$ cat config.mk
export PLATFORM = sky130hd
export DESIGN_NAME = twd_reproduce
export DESIGN_NICKNAME = d
export VERILOG_FILES = /design/src/hdl/twd_pkg.sv /design/src/hdl/twd_bit_pair.sv /design/src/hdl/twd_strobe_seq.sv /design/src/hdl/twd_reproduce.sv
export SDC_FILE = /design/constraint.sdc
export NUM_CORES = 1
export LEC_CHECK = 0
export BUFFER_PORTS_ARGS = -buffer_cell sky130_fd_sc_hd__buf_2
export CORE_ASPECT_RATIO = 1.1
export CORE_UTILIZATION = 54
export CTS_CLUSTER_DIAMETER = 30
export DETAILED_ROUTE_END_ITERATION = 8
export PLACE_DENSITY = 0.77
export SYNTH_ARGS = -nofsm -noshare
export SYNTH_HDL_FRONTEND = slang
export SYNTH_SLANG_ARGS = --single-unit
$ cat constraint.sdc
create_clock -name clk -period 2 [get_ports clk]
set_clock_uncertainty 0.05 [all_clocks]
set_input_delay 0.4 -clock clk [delete_from_list [all_inputs] [get_ports clk]]
set_output_delay 0.4 -clock clk [all_outputs]
set_load 0.02 [all_outputs]
$ cat src/hdl/twd_pkg.sv
// Purpose: shared constants and carrier types for the tape word deskew reproduce block
// Assumes: 10 MHz system clock, nine data tracks, one frame-sync track, one clock track
// Notes:   all cycle counts derive from printed times and the clock rate

package twd_pkg;

  // ----------------------------------------------------------------
  // clock and track layout
  // ----------------------------------------------------------------
  localparam int unsigned TWD_CLK_HZ     = 10_000_000;              // system clock rate
  localparam int unsigned TWD_CLK_NS     = 1_000_000_000 / TWD_CLK_HZ; // clock period in ns
  localparam int unsigned TWD_DATA_BITS  = 9;                       // data tracks per word
  localparam int unsigned TWD_TRACKS     = TWD_DATA_BITS + 1;       // data plus frame sync
  localparam int unsigned TWD_PAIRS      = TWD_TRACKS / 2;          // two-bit storage units
  localparam int unsigned TWD_PINS       = TWD_TRACKS + 1;          // plus clock track
  localparam int unsigned TWD_FSYNC_IDX  = 0;                       // frame sync bit position
  localparam int unsigned TWD_DATA_LSB   = 1;                       // first data bit position
  localparam int unsigned TWD_CLKTRK_IDX = TWD_TRACKS;              // clock track pin position

  // ----------------------------------------------------------------
  // strobe timing
  // ----------------------------------------------------------------
  localparam int unsigned TWD_GAP_NS     = 1500;                    // strobe to strobe spacing
  localparam int unsigned TWD_DLY_MIN_NS = 4000;                    // shortest first delay
  localparam int unsigned TWD_DLY_MAX_NS = 25000;                   // longest first delay
  localparam int unsigned TWD_GAP_CYC    = TWD_GAP_NS / TWD_CLK_NS;
  localparam int unsigned TWD_DLY_MIN_CYC = (TWD_DLY_MIN_NS + TWD_CLK_NS - 1) / TWD_CLK_NS;
  localparam int unsigned TWD_DLY_MAX_CYC = TWD_DLY_MAX_NS / TWD_CLK_NS;
  localparam int unsigned TWD_CNT_W      = 8;                       // holds the longest delay
  localparam int unsigned TWD_DLY_LEAD   = 2;                       // load offset of delay count

  typedef logic [TWD_CNT_W-1:0] twd_cnt_type;

  // ----------------------------------------------------------------
  // sequencer states, gray along idle-delay-gapA-gapB
  // ----------------------------------------------------------------
  typedef enum logic [1:0]
  {
    TWD_SEQ_IDLE  = 2'b00,
    TWD_SEQ_DELAY = 2'b01,
    TWD_SEQ_GAPA  = 2'b11,
    TWD_SEQ_GAPB  = 2'b10
  } twd_seq_state_type;

  // ----------------------------------------------------------------
  // carriers and module state
  // ----------------------------------------------------------------
  typedef struct packed
  {
    logic converterClear;                 // first strobe
    logic demuxClock;                     // second strobe
    logic transferCmd;                    // third strobe
  } twd_strobe_type;

  typedef struct packed
  {
    twd_seq_state_type state;             // sequencer position
    twd_cnt_type       cnt;               // cycles left in phase
    twd_strobe_type    stb;               // registered strobes
    logic              busy;              // sequence running
    logic              overrun;           // trigger ignored pulse
  } twd_seq_reg_type;

  typedef struct packed
  {
    logic [1:0] held;                     // stored track bits
    logic [1:0] outPulse;                 // transfer pulses
  } twd_pair_reg_type;

  typedef struct packed
  {
    logic [TWD_PINS-1:0]      syncA;      // first synchroniser stage
    logic [TWD_PINS-1:0]      syncB;      // second synchroniser stage
    logic [TWD_PINS-1:0]      prev;       // last settled level
    logic [TWD_PINS-1:0]      pulse;      // one-cycle rise strobes
    logic [TWD_DATA_BITS-1:0] convData;   // converter input register
    logic                     convLoad;   // converter word ready
    logic                     cmdDly;     // transfer command, one late
    logic                     afterClr;   // between clear and command
    logic                     lateBit;    // bit arrived after clear
  } twd_top_reg_type;

  localparam twd_seq_reg_type  TWD_SEQ_RST  = '{state: TWD_SEQ_IDLE, default: '0};
  localparam twd_pair_reg_type TWD_PAIR_RST = '0;
  localparam twd_top_reg_type  TWD_TOP_RST  = '0;

endpackage

$ cat src/hdl/twd_bit_pair.sv
// Purpose: two independent one-bit track stores that release on the transfer command
// Assumes: set pulses and transfer are one-cycle strobes on clk
// Notes:   a set in the transfer cycle is kept for the next word

`timescale 1ns/1ps
`default_nettype none

module twd_bit_pair
  import twd_pkg::*;
(
  input  wire logic       clk,        // system clock
  input  wire logic       rstn,       // async reset, active low
  input  wire logic [1:0] setPulse,   // recovered one per track
  input  wire logic       transfer,   // storage transfer command
  output var  logic [1:0] outPulse,   // one pulse per stored one
  output var  logic [1:0] held        // stored bits
);

  twd_pair_reg_type q;                // registered state
  twd_pair_reg_type d;                // next state

  // ----------------------------------------------------------------
  // next state
  // ----------------------------------------------------------------
  always_comb
  begin
    d = q;
    // only stored ones leave as pulses, zeros stay silent
    d.outPulse = transfer ? q.held : 2'b00;
    // command empties the store
    d.held = transfer ? 2'b00 : q.held;
    // a pulse sets its bit, winning over the clear
    d.held = d.held | setPulse;
  end

  // ----------------------------------------------------------------
  // state register
  // ----------------------------------------------------------------
  always_ff @(posedge clk or negedge rstn)
  begin
    if (!rstn)
    begin
      q <= TWD_PAIR_RST;
    end
    else
    begin
      q <= d;
    end
  end

  assign outPulse = q.outPulse;
  assign held     = q.held;

endmodule

`default_nettype wire

$ cat src/hdl/twd_strobe_seq.sv
// Purpose: delay sequence giving clear, demux clock and transfer strobes per clock-track pulse
// Assumes: trigger is a one-cycle strobe; firstDelay is a static setting on clk
// Notes:   a trigger while the sequence runs is dropped and flagged

`timescale 1ns/1ps
`default_nettype none

module twd_strobe_seq
  import twd_pkg::*;
#(
  parameter int unsigned GAP_CYC     = TWD_GAP_CYC,        // strobe spacing in cycles
  parameter int unsigned DLY_MIN_CYC = TWD_DLY_MIN_CYC,    // first delay floor
  parameter int unsigned DLY_MAX_CYC = TWD_DLY_MAX_CYC     // first delay ceiling
)
(
  input  wire logic           clk,          // system clock
  input  wire logic           rstn,         // async reset, active low
  input  wire logic           trigger,      // clock-track strobe
  input  wire twd_cnt_type    firstDelay,   // requested first delay, cycles
  output var  twd_strobe_type strobes,      // three strobes
  output var  logic           busy,         // sequence running
  output var  logic           overrun       // trigger dropped
);

  localparam twd_cnt_type MIN_C = twd_cnt_type'(DLY_MIN_CYC);
  localparam twd_cnt_type MAX_C = twd_cnt_type'(DLY_MAX_CYC);
  localparam twd_cnt_type GAP_C = twd_cnt_type'(GAP_CYC - 1);
  localparam twd_cnt_type LEAD  = twd_cnt_type'(TWD_DLY_LEAD);

  twd_seq_reg_type q;                       // registered state
  twd_seq_reg_type d;                       // next state
  twd_cnt_type     effDelay;                // clamped first delay

  // ----------------------------------------------------------------
  // clamp the setting to the adjustable range
  // ----------------------------------------------------------------
  always_comb
  begin
    if (firstDelay < MIN_C)
    begin
      effDelay = MIN_C;
    end
    else if (firstDelay > MAX_C)
    begin
      effDelay = MAX_C;
    end
    else
    begin
      effDelay = firstDelay;
    end
  end

  // ----------------------------------------------------------------
  // sequencer
  // ----------------------------------------------------------------
  always_comb
  begin
    d         = q;
    d.stb     = '0;
    d.overrun = trigger && (q.state != TWD_SEQ_IDLE);
    d.cnt     = (q.cnt != '0) ? q.cnt - twd_cnt_type'(1) : q.cnt;
    unique case (q.state)
      TWD_SEQ_IDLE:
      begin
        // wait out the skew window before clearing
        if (trigger)
        begin
          d.state = TWD_SEQ_DELAY;
          d.cnt   = effDelay - LEAD;
        end
      end
      TWD_SEQ_DELAY:
      begin
        // first strobe: converter clear
        if (q.cnt == '0)
        begin
          d.stb.converterClear = 1'b1;
          d.state = TWD_SEQ_GAPA;
          d.cnt   = GAP_C;
        end
      end
      TWD_SEQ_GAPA:
      begin
        // second strobe: demux clock
        if (q.cnt == '0)
        begin
          d.stb.demuxClock = 1'b1;
          d.state = TWD_SEQ_GAPB;
          d.cnt   = GAP_C;
        end
      end
      TWD_SEQ_GAPB:
      begin
        // third strobe: storage transfer
        if (q.cnt == '0)
        begin
          d.stb.transferCmd = 1'b1;
          d.state = TWD_SEQ_IDLE;
        end
      end
    endcase
    d.busy = (d.state != TWD_SEQ_IDLE);
  end

  // ----------------------------------------------------------------
  // state register
  // ----------------------------------------------------------------
  always_ff @(posedge clk or negedge rstn)
  begin
    if (!rstn)
    begin
      q <= TWD_SEQ_RST;
    end
    else
    begin
      q <= d;
    end
  end

  assign strobes = q.stb;
  assign busy    = q.busy;
  assign overrun = q.overrun;

endmodule

`default_nettype wire

$ cat src/hdl/twd_reproduce.sv
// Purpose: reproduce-side word deskew for a parallel multitrack digital tape
// Assumes: track pins carry active-high pulses, one per recorded one, asynchronous to clk
// Notes:   each pin passes two flops and a rise detector before any logic reads it

`timescale 1ns/1ps
`default_nettype none

module twd_reproduce
  import twd_pkg::*;
#(
  parameter int unsigned GAP_CYC     = TWD_GAP_CYC,        // strobe spacing in cycles
  parameter int unsigned DLY_MIN_CYC = TWD_DLY_MIN_CYC,    // first delay floor
  parameter int unsigned DLY_MAX_CYC = TWD_DLY_MAX_CYC     // first delay ceiling
)
(
  input  wire logic                     clk,             // system clock
  input  wire logic                     rstn,            // async reset, active low
  input  wire logic [TWD_DATA_BITS-1:0] trackIn,         // data track pulses
  input  wire logic                     frameSyncIn,     // frame-sync track pulse
  input  wire logic                     clockTrackIn,    // clock track pulse
  input  wire twd_cnt_type              firstDelaySel,   // first delay, cycles
  output var  logic                     converterClear,  // first strobe
  output var  logic                     demuxClock,      // second strobe
  output var  logic                     transferCmd,     // third strobe
  output var  logic [TWD_DATA_BITS-1:0] dataPulse,       // released data ones
  output var  logic                     frameSyncOut,    // released frame sync
  output var  logic [TWD_DATA_BITS-1:0] convData,        // converter input register
  output var  logic                     convLoad,        // converter word complete
  output var  logic [TWD_TRACKS-1:0]    storeHeld,       // storage contents
  output var  logic                     seqBusy,         // sequence running
  output var  logic                     seqOverrun,      // clock pulse dropped
  output var  logic                     lateBit          // bit after clear
);

  // ----------------------------------------------------------------
  // elaboration checks
  // ----------------------------------------------------------------
  if (DLY_MIN_CYC < TWD_DLY_LEAD)
  begin : gBadMin
    $error("first delay floor must be at least two cycles");
  end
  if (DLY_MAX_CYC < DLY_MIN_CYC)
  begin : gBadRange
    $error("first delay ceiling below floor");
  end
  if (DLY_MAX_CYC >= (1 << TWD_CNT_W))
  begin : gBadWidth
    $error("first delay ceiling exceeds counter width");
  end
  if (GAP_CYC < 1 || GAP_CYC > (1 << TWD_CNT_W))
  begin : gBadGap
    $error("strobe spacing out of counter range");
  end
  if ((TWD_TRACKS % 2) != 0)
  begin : gBadPairs
    $error("track count must fill whole two-bit units");
  end

  // ----------------------------------------------------------------
  // declarations
  // ----------------------------------------------------------------
  twd_top_reg_type       q;             // registered state
  twd_top_reg_type       d;             // next state
  logic [TWD_PINS-1:0]   pinsIn;        // all raw pins
  logic [TWD_TRACKS-1:0] trackPulse;    // stored-track strobes
  logic                  clkPulse;      // clock-track strobe
  logic [TWD_TRACKS-1:0] relPulse;      // pulses out of storage
  logic [TWD_TRACKS-1:0] heldBits;      // storage contents
  twd_strobe_type        seqStb;        // sequencer strobes
  logic                  busyQ;         // sequencer busy flop
  logic                  overQ;         // sequencer overrun flop

  // ----------------------------------------------------------------
  // pin gathering
  // ----------------------------------------------------------------
  // bit 0 frame sync, data above it, clock track on top
  assign pinsIn = {clockTrackIn, trackIn, frameSyncIn};

  // registered strobes split by role
  assign trackPulse = q.pulse[TWD_TRACKS-1:0];
  assign clkPulse   = q.pulse[TWD_CLKTRK_IDX];

  // ----------------------------------------------------------------
  // next state
  // ----------------------------------------------------------------
  always_comb
  begin
    d = q;

    // two-flop synchroniser, first stage feeds only the second
    d.syncA = pinsIn;
    d.syncB = q.syncA;

    // rise detector on settled level, one strobe per pulse
    d.prev  = q.syncB;
    d.pulse = q.syncB & ~q.prev;

    // delayed command lines up with released pulses
    d.cmdDly = seqStb.transferCmd;

    // converter input register: clear first, then load ones
    if (seqStb.converterClear)
    begin
      d.convData = '0;
    end
    else if (q.cmdDly)
    begin
      // all data bits land together in one cycle
      d.convData = q.convData | relPulse[TWD_TRACKS-1:TWD_DATA_LSB];
    end

    // word complete flag rises with the parallel load, two cycles after the command
    d.convLoad = q.cmdDly;

    // track the window between clear and transfer
    if (seqStb.converterClear)
    begin
      d.afterClr = 1'b1;
    end
    else if (seqStb.transferCmd)
    begin
      d.afterClr = 1'b0;
    end

    // bit arriving after clear means the delay is set too short
    d.lateBit = q.afterClr && (|trackPulse);
  end

  // ----------------------------------------------------------------
  // state register
  // ----------------------------------------------------------------
  always_ff @(posedge clk or negedge rstn)
  begin
    if (!rstn)
    begin
      q <= TWD_TOP_RST;
    end
    else
    begin
      q <= d;
    end
  end

  // ----------------------------------------------------------------
  // storage: identical two-bit units, one per track pair
  // ----------------------------------------------------------------
  for (genvar gi = 0; gi < TWD_PAIRS; gi++)
  begin : gPair
    twd_bit_pair uPair
    (
      .clk      (clk),
      .rstn     (rstn),
      .setPulse (trackPulse[2*gi+1:2*gi]),
      .transfer (seqStb.transferCmd),
      .outPulse (relPulse[2*gi+1:2*gi]),
      .held     (heldBits[2*gi+1:2*gi])
    );
  end

  // ----------------------------------------------------------------
  // delay sequence on the clock track
  // ----------------------------------------------------------------
  twd_strobe_seq
  #(
    .GAP_CYC     (GAP_CYC),
    .DLY_MIN_CYC (DLY_MIN_CYC),
    .DLY_MAX_CYC (DLY_MAX_CYC)
  )
  uSeq
  (
    .clk        (clk),
    .rstn       (rstn),
    .trigger    (clkPulse),
    .firstDelay (firstDelaySel),
    .strobes    (seqStb),
    .busy       (busyQ),
    .overrun    (overQ)
  );

  // ----------------------------------------------------------------
  // outputs, each from a flop here or in a child
  // ----------------------------------------------------------------
  assign converterClear = seqStb.converterClear;
  assign demuxClock     = seqStb.demuxClock;
  assign transferCmd    = seqStb.transferCmd;

  // released pulses: data to converter, sync to demux
  assign dataPulse      = relPulse[TWD_TRACKS-1:TWD_DATA_LSB];
  assign frameSyncOut   = relPulse[TWD_FSYNC_IDX];

  assign convData       = q.convData;
  assign convLoad       = q.convLoad;
  assign storeHeld      = heldBits;
  assign seqBusy        = busyQ;
  assign seqOverrun     = overQ;
  assign lateBit        = q.lateBit;

endmodule

`default_nettype wire

==> impl_metrics.ini, run 1 <==
[timing]
slew_headroom_pct = 72.43
setup_viol = 0
worstMarginPinSlew_ns = 0.4103
fmax_ghz = 0.5299
worst_slack_ns = 0.1127
drv_slew = 0
period_share_pct = 94.36
rsz0062_at_grt = no
hold_violations = 0
fin_crit_ns = 1.887
setup_tns_ns = 0

[yosys]
ys_ff_latch = 92
synth_top_flop_cell = dfrtp_1
yosys-top-cells-count = 92 x dfrtp_1, 19 x nor2_1, 16 x a21oi_1, 14 x nor2b_1, 13 x a21o_1
synth_top_cell_by_area = dfrtp_1
ys_warn_count = 0
ys_seq_area_share_pct = 70.63
syn-num-nets = 270
synthCells = 246
synth_top_area_share_pct = 70.63
ys_types = 45
synth_area_leaders = dfrtp_1 71%, a21o_1 3.0%, nor2b_1 2.7%
avgSynthCellArea_um2 = 13.25
yosysMostFrequentCell = dfrtp_1
synth_edf_count = 0
synthArstFlopShare_pct = 100.0
syn_area_um2 = 3259

[place]
io_buffers = 56
dp_hpwl_um = 3596
post-place-ws_ns = -0.03915
place_congestion = 0.8317

[cells_and_area]
fill_cells = 449
nets = 330
drive_gt1_share_pct = 28.30
diodes = 0
area_delta_synth_final_pct = 17.89

[pwr]
clock_power_share_pct = 32.3
p_switching_w = 0.001109
finalPower_w = 0.004016
peakVddDrop_mv = 0.6695
powerDensity_nw_per_um2 = 1045
leakagePower_nw = 1.858
netSwitchingFraction_pct = 27.62
pwr-share-comb_pct = 13.4
seqPwrFrac_pct = 54.3
p_int_w = 0.002907

[grt]
grt_pass1_vias = 1930
grt_antenna_before_repair = 0
grt_overflow_total = 0
track_usage_pct = 18.36
grt_max_degree = 52
grt_first_pass_wirelength_um = 8956

[worst_hold_path]
min_path_type = in -> reg
min-delay-start = trackIn[3]

[clocking]
numCtsBuffers = 9
root_buffer = clkbuf_8
cts_tree = yes
clk_pin_slew_worst_paths_ns = 0.10
postCtsSetupBuffers = 0
clock_path_buffers = 2
clock_sinks = 92
cts_max_level = 3
clock_latency_ns = 0.35

[worst_setup_path]
critPathKind = reg -> reg
worstPathMaxFanout = 7
end_kind = flip-flop
reg2reg_from = uSeq.q[6]$_DFF_PN0_
crit_required_ns = 2.21
worst-r2r-setup-slack_ns = 0.11
startpoint = uSeq.q[6]$_DFF_PN0_
start_kind = flip-flop
crit_arrival_ns = 2.09

[drt]
via_count = 1960
drc_errors = 0
detail_route.iter0.violations = 77
viasPerCell = 5.052
postRouteAntennaNets = 0
dr.pass1.iters = 4
drt_wl_total_um = 5191
wire_per_inst_um = 13.38

[floorplan]
ioPinCount = 57
dieArea_um2 = 6351
start_util_pct = 56.14
dieWidth_um = 76.08
dieHeight_um = 83.49
core-area_um2 = 5806
std_cell_rows = 29

[run_status]
status = finished clean

[job]
cap_violations = 0
## critical path, stage by stage, from the launching register on
cell,delay (ns)
dfrtp_1,0.43
inv_1,0.08
ha_1,0.21
nor4b_4,0.25
and2_4,0.21
inv_4,0.05
ha_1,0.26
o311ai_1,0.26
## area by class of cell
cell class	instances	area [µm²]	share of cell area, %
clock buffers	9	123.9	3.224
clock inverters	7	95.09	2.475
inverters	5	21.27	0.5536
multi-input cells	134	845.8	22.01
flip-flops and latches	92	2302	59.92
well taps	77	96.34	2.507
repair buffers	64	357.8	9.313
## metrics by stage
stage	utilization, %	hold WS [ns]	cell area, µm²	cells
floorplan	-	0.05441	3259	246
global placement	62.24	0.2287	3613	371
CTS	66.19	0.07260	3842	388
global route	66.19	0.06613	3842	388
detailed placement	62.24	0.2266	3613	371
finish	66.19	0.09065	3842	388
## registers in the layout, indices dropped and copies added, names as in the netlist
name	cells
gPair.uPair.held	10
convLoad	1
gPair.uPair.outPulse	10
uSeq.strobes	3
q	22
lateBit	1
convData	9
clkPulse	1
uSeq.busy	1
uSeq.q	10
uSeq.overrun	1
d	23
## power groups by stage
stage          combinational, W  clock, W  sequential [W]
2_1_floorplan          0.000375         0         0.00218
3_3_place_gp           0.000520         0         0.00221
3_5_place_dp           0.000531         0         0.00222
4_1_cts                0.000539   0.00133         0.00218
5_1_grt                0.000612   0.00141         0.00221
6_report               0.000538   0.00130         0.00218
## what timing repair did
action                                  4_1_cts  5_1_grt
hold buffers                                  1        0
gates resized for setup                       0        1
endpoints found under the setup margin        0        1
endpoints found under the hold margin        16        0
## placed cells by master (no fill, tap or decap), drive strengths merged, types with 3 or more instances in the layout
master | synthesis | routed
and2 | 12 | 12
nand2 | 11 | 11
ha | 3 | 3
inv | 5 | 8
buf | 9 | 63
dfrtp | 92 | 92
xor2 | 3 | 3
nor3 | 3 | 3
nor2b | 14 | 14
clkinv | 0 | 3
nand3 | 4 | 4
a21o | 13 | 13
clkbuf | 6 | 9
o21ai | 4 | 4
a21oi | 16 | 16
nor2 | 19 | 19
## metal layers
| metal | track usage [%] | up-vias | share of wire (%) |
|---|---|---|---|
| met5 | 0 | - | 0 |
| met2 | 28.10 | 48 | 48 |
| met1 | 24.61 | 947 | 46 |
| met4 | 11.36 | 0 | 2.8 |
| li1 | - | 949 | - |
| met3 | 3.388 | 16 | 3.3 |
## path summary, 6_finish.rpt
path | to | cells after the start
min reg2reg | d[33]$_DFF_PN0_ | 0
max in group asynchronous | uSeq.strobes[0]$_DFF_PN0_ | 3
min | d[39]$_DFF_PN0_ | 1
max | uSeq.q[5]$_DFF_PN0_ | 7
max reg2reg | uSeq.q[5]$_DFF_PN0_ | 7
min in group asynchronous | convData[0]$_DFFE_PN0P_ | 2
## cells by family after synthesis
kind of cell	after synthesis	share of synthesized area, %
adders and majority gates	3	1.152
AOI/OAI and AO/OA	47	9.559
buffers and inverters	20	3.416
muxes	1	0.3071
and+or+nand+nor	78	13.59
xor gates and xnor gates	5	1.344
DFF	92	70.63
Note: power is estimated with default switching activity, not from simulation.
==> inputs of run 2 (changes only) <==
Settings changed: BUFFER_PORTS_ARGS -buffer_cell sky130_fd_sc_hd__buf_2 to not set, CORE_UTILIZATION 54 to 61, DONT_BUFFER_PORTS set to 1, REMOVE_ABC_BUFFERS set to 1.
==> impl_metrics.ini, run 2 (same netlist as run 1, synthesis figures left out) <==
[worst_setup_path]
crit_arrival_ns = 2.14
reg2reg_from = uSeq.q[5]$_DFF_PN0_
timing.rr.end = uSeq.q[5]$_DFF_PN0_
worst-r2r-setup-slack_ns = 0.06
critPathKind = reg -> reg
crit_required_ns = 2.20
r2r_cells = 7
worstPathMaxFanout = 7
end_kind = flip-flop
start_kind = flip-flop

[pwr]
pwr-share-comb_pct = 12.8
seqPwrFrac_pct = 58.2
clock_power_share_pct = 29.0
powerDensity_nw_per_um2 = 1074
peakVddDrop_mv = 0.7164
p_int_w = 0.002744
netSwitchingFraction_pct = 27.11
p_switching_w = 0.001021
leakagePower_nw = 1.594

[cells_and_area]
final_cell_mix = 92 x dfrtp_1, 19 x nor2_1, 16 x a21oi_1
diodes = 0
fill_cells = 337
area_delta_synth_final_pct = 7.524
final_common_cell = dfrtp_1
design_area_um2 = 3505
largest_reg_flops = 23
nets = 275
drive_gt1_share_pct = 12.50

[timing]
setup_viol = 0
slew_headroom_pct = 63.98
whs_ns = -0.3111
drv_slew = 0
period_share_pct = 97.18
fmax_ghz = 0.5145
fin_crit_ns = 1.944
worstMarginPinSlew_ns = 0.5403
worst_slack_ns = 0.05643
hold_violations = 92

[grt]
grt_max_degree = 93
grt_first_pass_wirelength_um = 7803
track_usage_pct = 18.34
grt_pass1_vias = 1666
grt_overflow_total = 0
grt_antenna_before_repair = 0

[clocking]
root_buffer = clkbuf_8
cts_tree = yes
numCtsBuffers = 9
clock_path_buffers = 2
clk_pin_slew_worst_paths_ns = 0.09
clock_latency_ns = 0.35
cts_max_level = 3
clock_sinks = 92

[place]
dp_hpwl_um = 3103
place_congestion = 0.7875
io_buffers = 0
place_area_um2 = 3257
post-place-ws_ns = -0.01188

[drt]
drc_errors = 0
detail_route.iter0.violations = 133
wire_per_inst_um = 15.43
postRouteAntennaNets = 0
drt_wl_total_um = 4846
dr.pass1.iters = 4
viasPerCell = 5.736
via_count = 1801

[job]
cap_violations = 0

[floorplan]
std_cell_rows = 27
dieArea_um2 = 5640
start_util_pct = 64.32
dieHeight_um = 78.67
ioPinCount = 57
dieWidth_um = 71.70
core-area_um2 = 5067

[run_status]
status = finished with violations
violations = hold timing

[worst_hold_path]
min_path_type = in -> async
[run 2: layout make-up]
cell class	instances	area, µm²	area share [%]
flip-flops and latches	92	2302	65.69
multi-input cells	134	855.8	24.42
clock buffers	9	123.9	3.534
repair buffers	9	77.57	2.213
well taps	58	72.57	2.071
clock inverters	7	51.30	1.464
inverters	5	21.27	0.6069
[run 2: worst max-delay path, cell delays in order (launching register included)]
cell and delay, ns:
dfrtp_1 0.41, inv_1 0.09, ha_2 0.20, nor4b_4 0.24, and2_4 0.24, inv_4 0.05
ha_1 0.28, o311ai_2 0.27
[run 2: power by group through the flow]
stage | clock network (W) | logic, W | registers, W
2_1_floorplan | 0 | 0.000370 | 0.00219
3_3_place_gp | 0 | 0.000425 | 0.00222
3_5_place_dp | 0 | 0.000438 | 0.00223
4_1_cts | 0.00112 | 0.000447 | 0.00219
5_1_grt | 0.00119 | 0.000539 | 0.00221
6_report | 0.00109 | 0.000482 | 0.00219
[run 2: stage by stage]
step	instances	TNS, ns	power, W	util [%]
6_report	314	0	0.003765	69.16
5_1_grt	314	-0.0005131	0.003941	69.16
4_1_cts	307	0	0.003753	67.73
3_5_place_dp	291	-0.01188	0.002664	64.27
3_3_place_gp	291	0	0.002645	64.27
2_1_floorplan	231	0	0.002557	-
[run 2: what timing repair did]
item | in CTS | in global routing
hold endpoints to repair | 92 | 96
gates resized for setup | 1 | 2
setup endpoints to repair | 1 | 2
setup buffers | 0 | 3
cloned | 0 | 0
pin swaps | 0 | 0
[run 2: routing by layer]
layer	GRT usage, %	wire, µm	vias to the layer above
met2	26.42	2279	59
met5	0	0	-
met3	5.006	249	7
met1	25.43	2235	896
met4	10.00	82	0
li1	-	-	839
[run 2: worst max path at each step]
stage	startpoint	endpoint	slack, ns
finish	uSeq.q[5]$_DFF_PN0_	uSeq.q[5]$_DFF_PN0_	0.06
global route	uSeq.q[5]$_DFF_PN0_	uSeq.q[5]$_DFF_PN0_	-0.0005
CTS	uSeq.q[5]$_DFF_PN0_	uSeq.q[5]$_DFF_PN0_	0.02
floorplan	uSeq.q[5]$_DFF_PN0_	uSeq.q[5]$_DFF_PN0_	0.19
global placement	uSeq.q[5]$_DFF_PN0_	uSeq.q[5]$_DFF_PN0_	0.12
detailed placement	uSeq.q[5]$_DFF_PN0_	uSeq.q[5]$_DFF_PN0_	-0.01
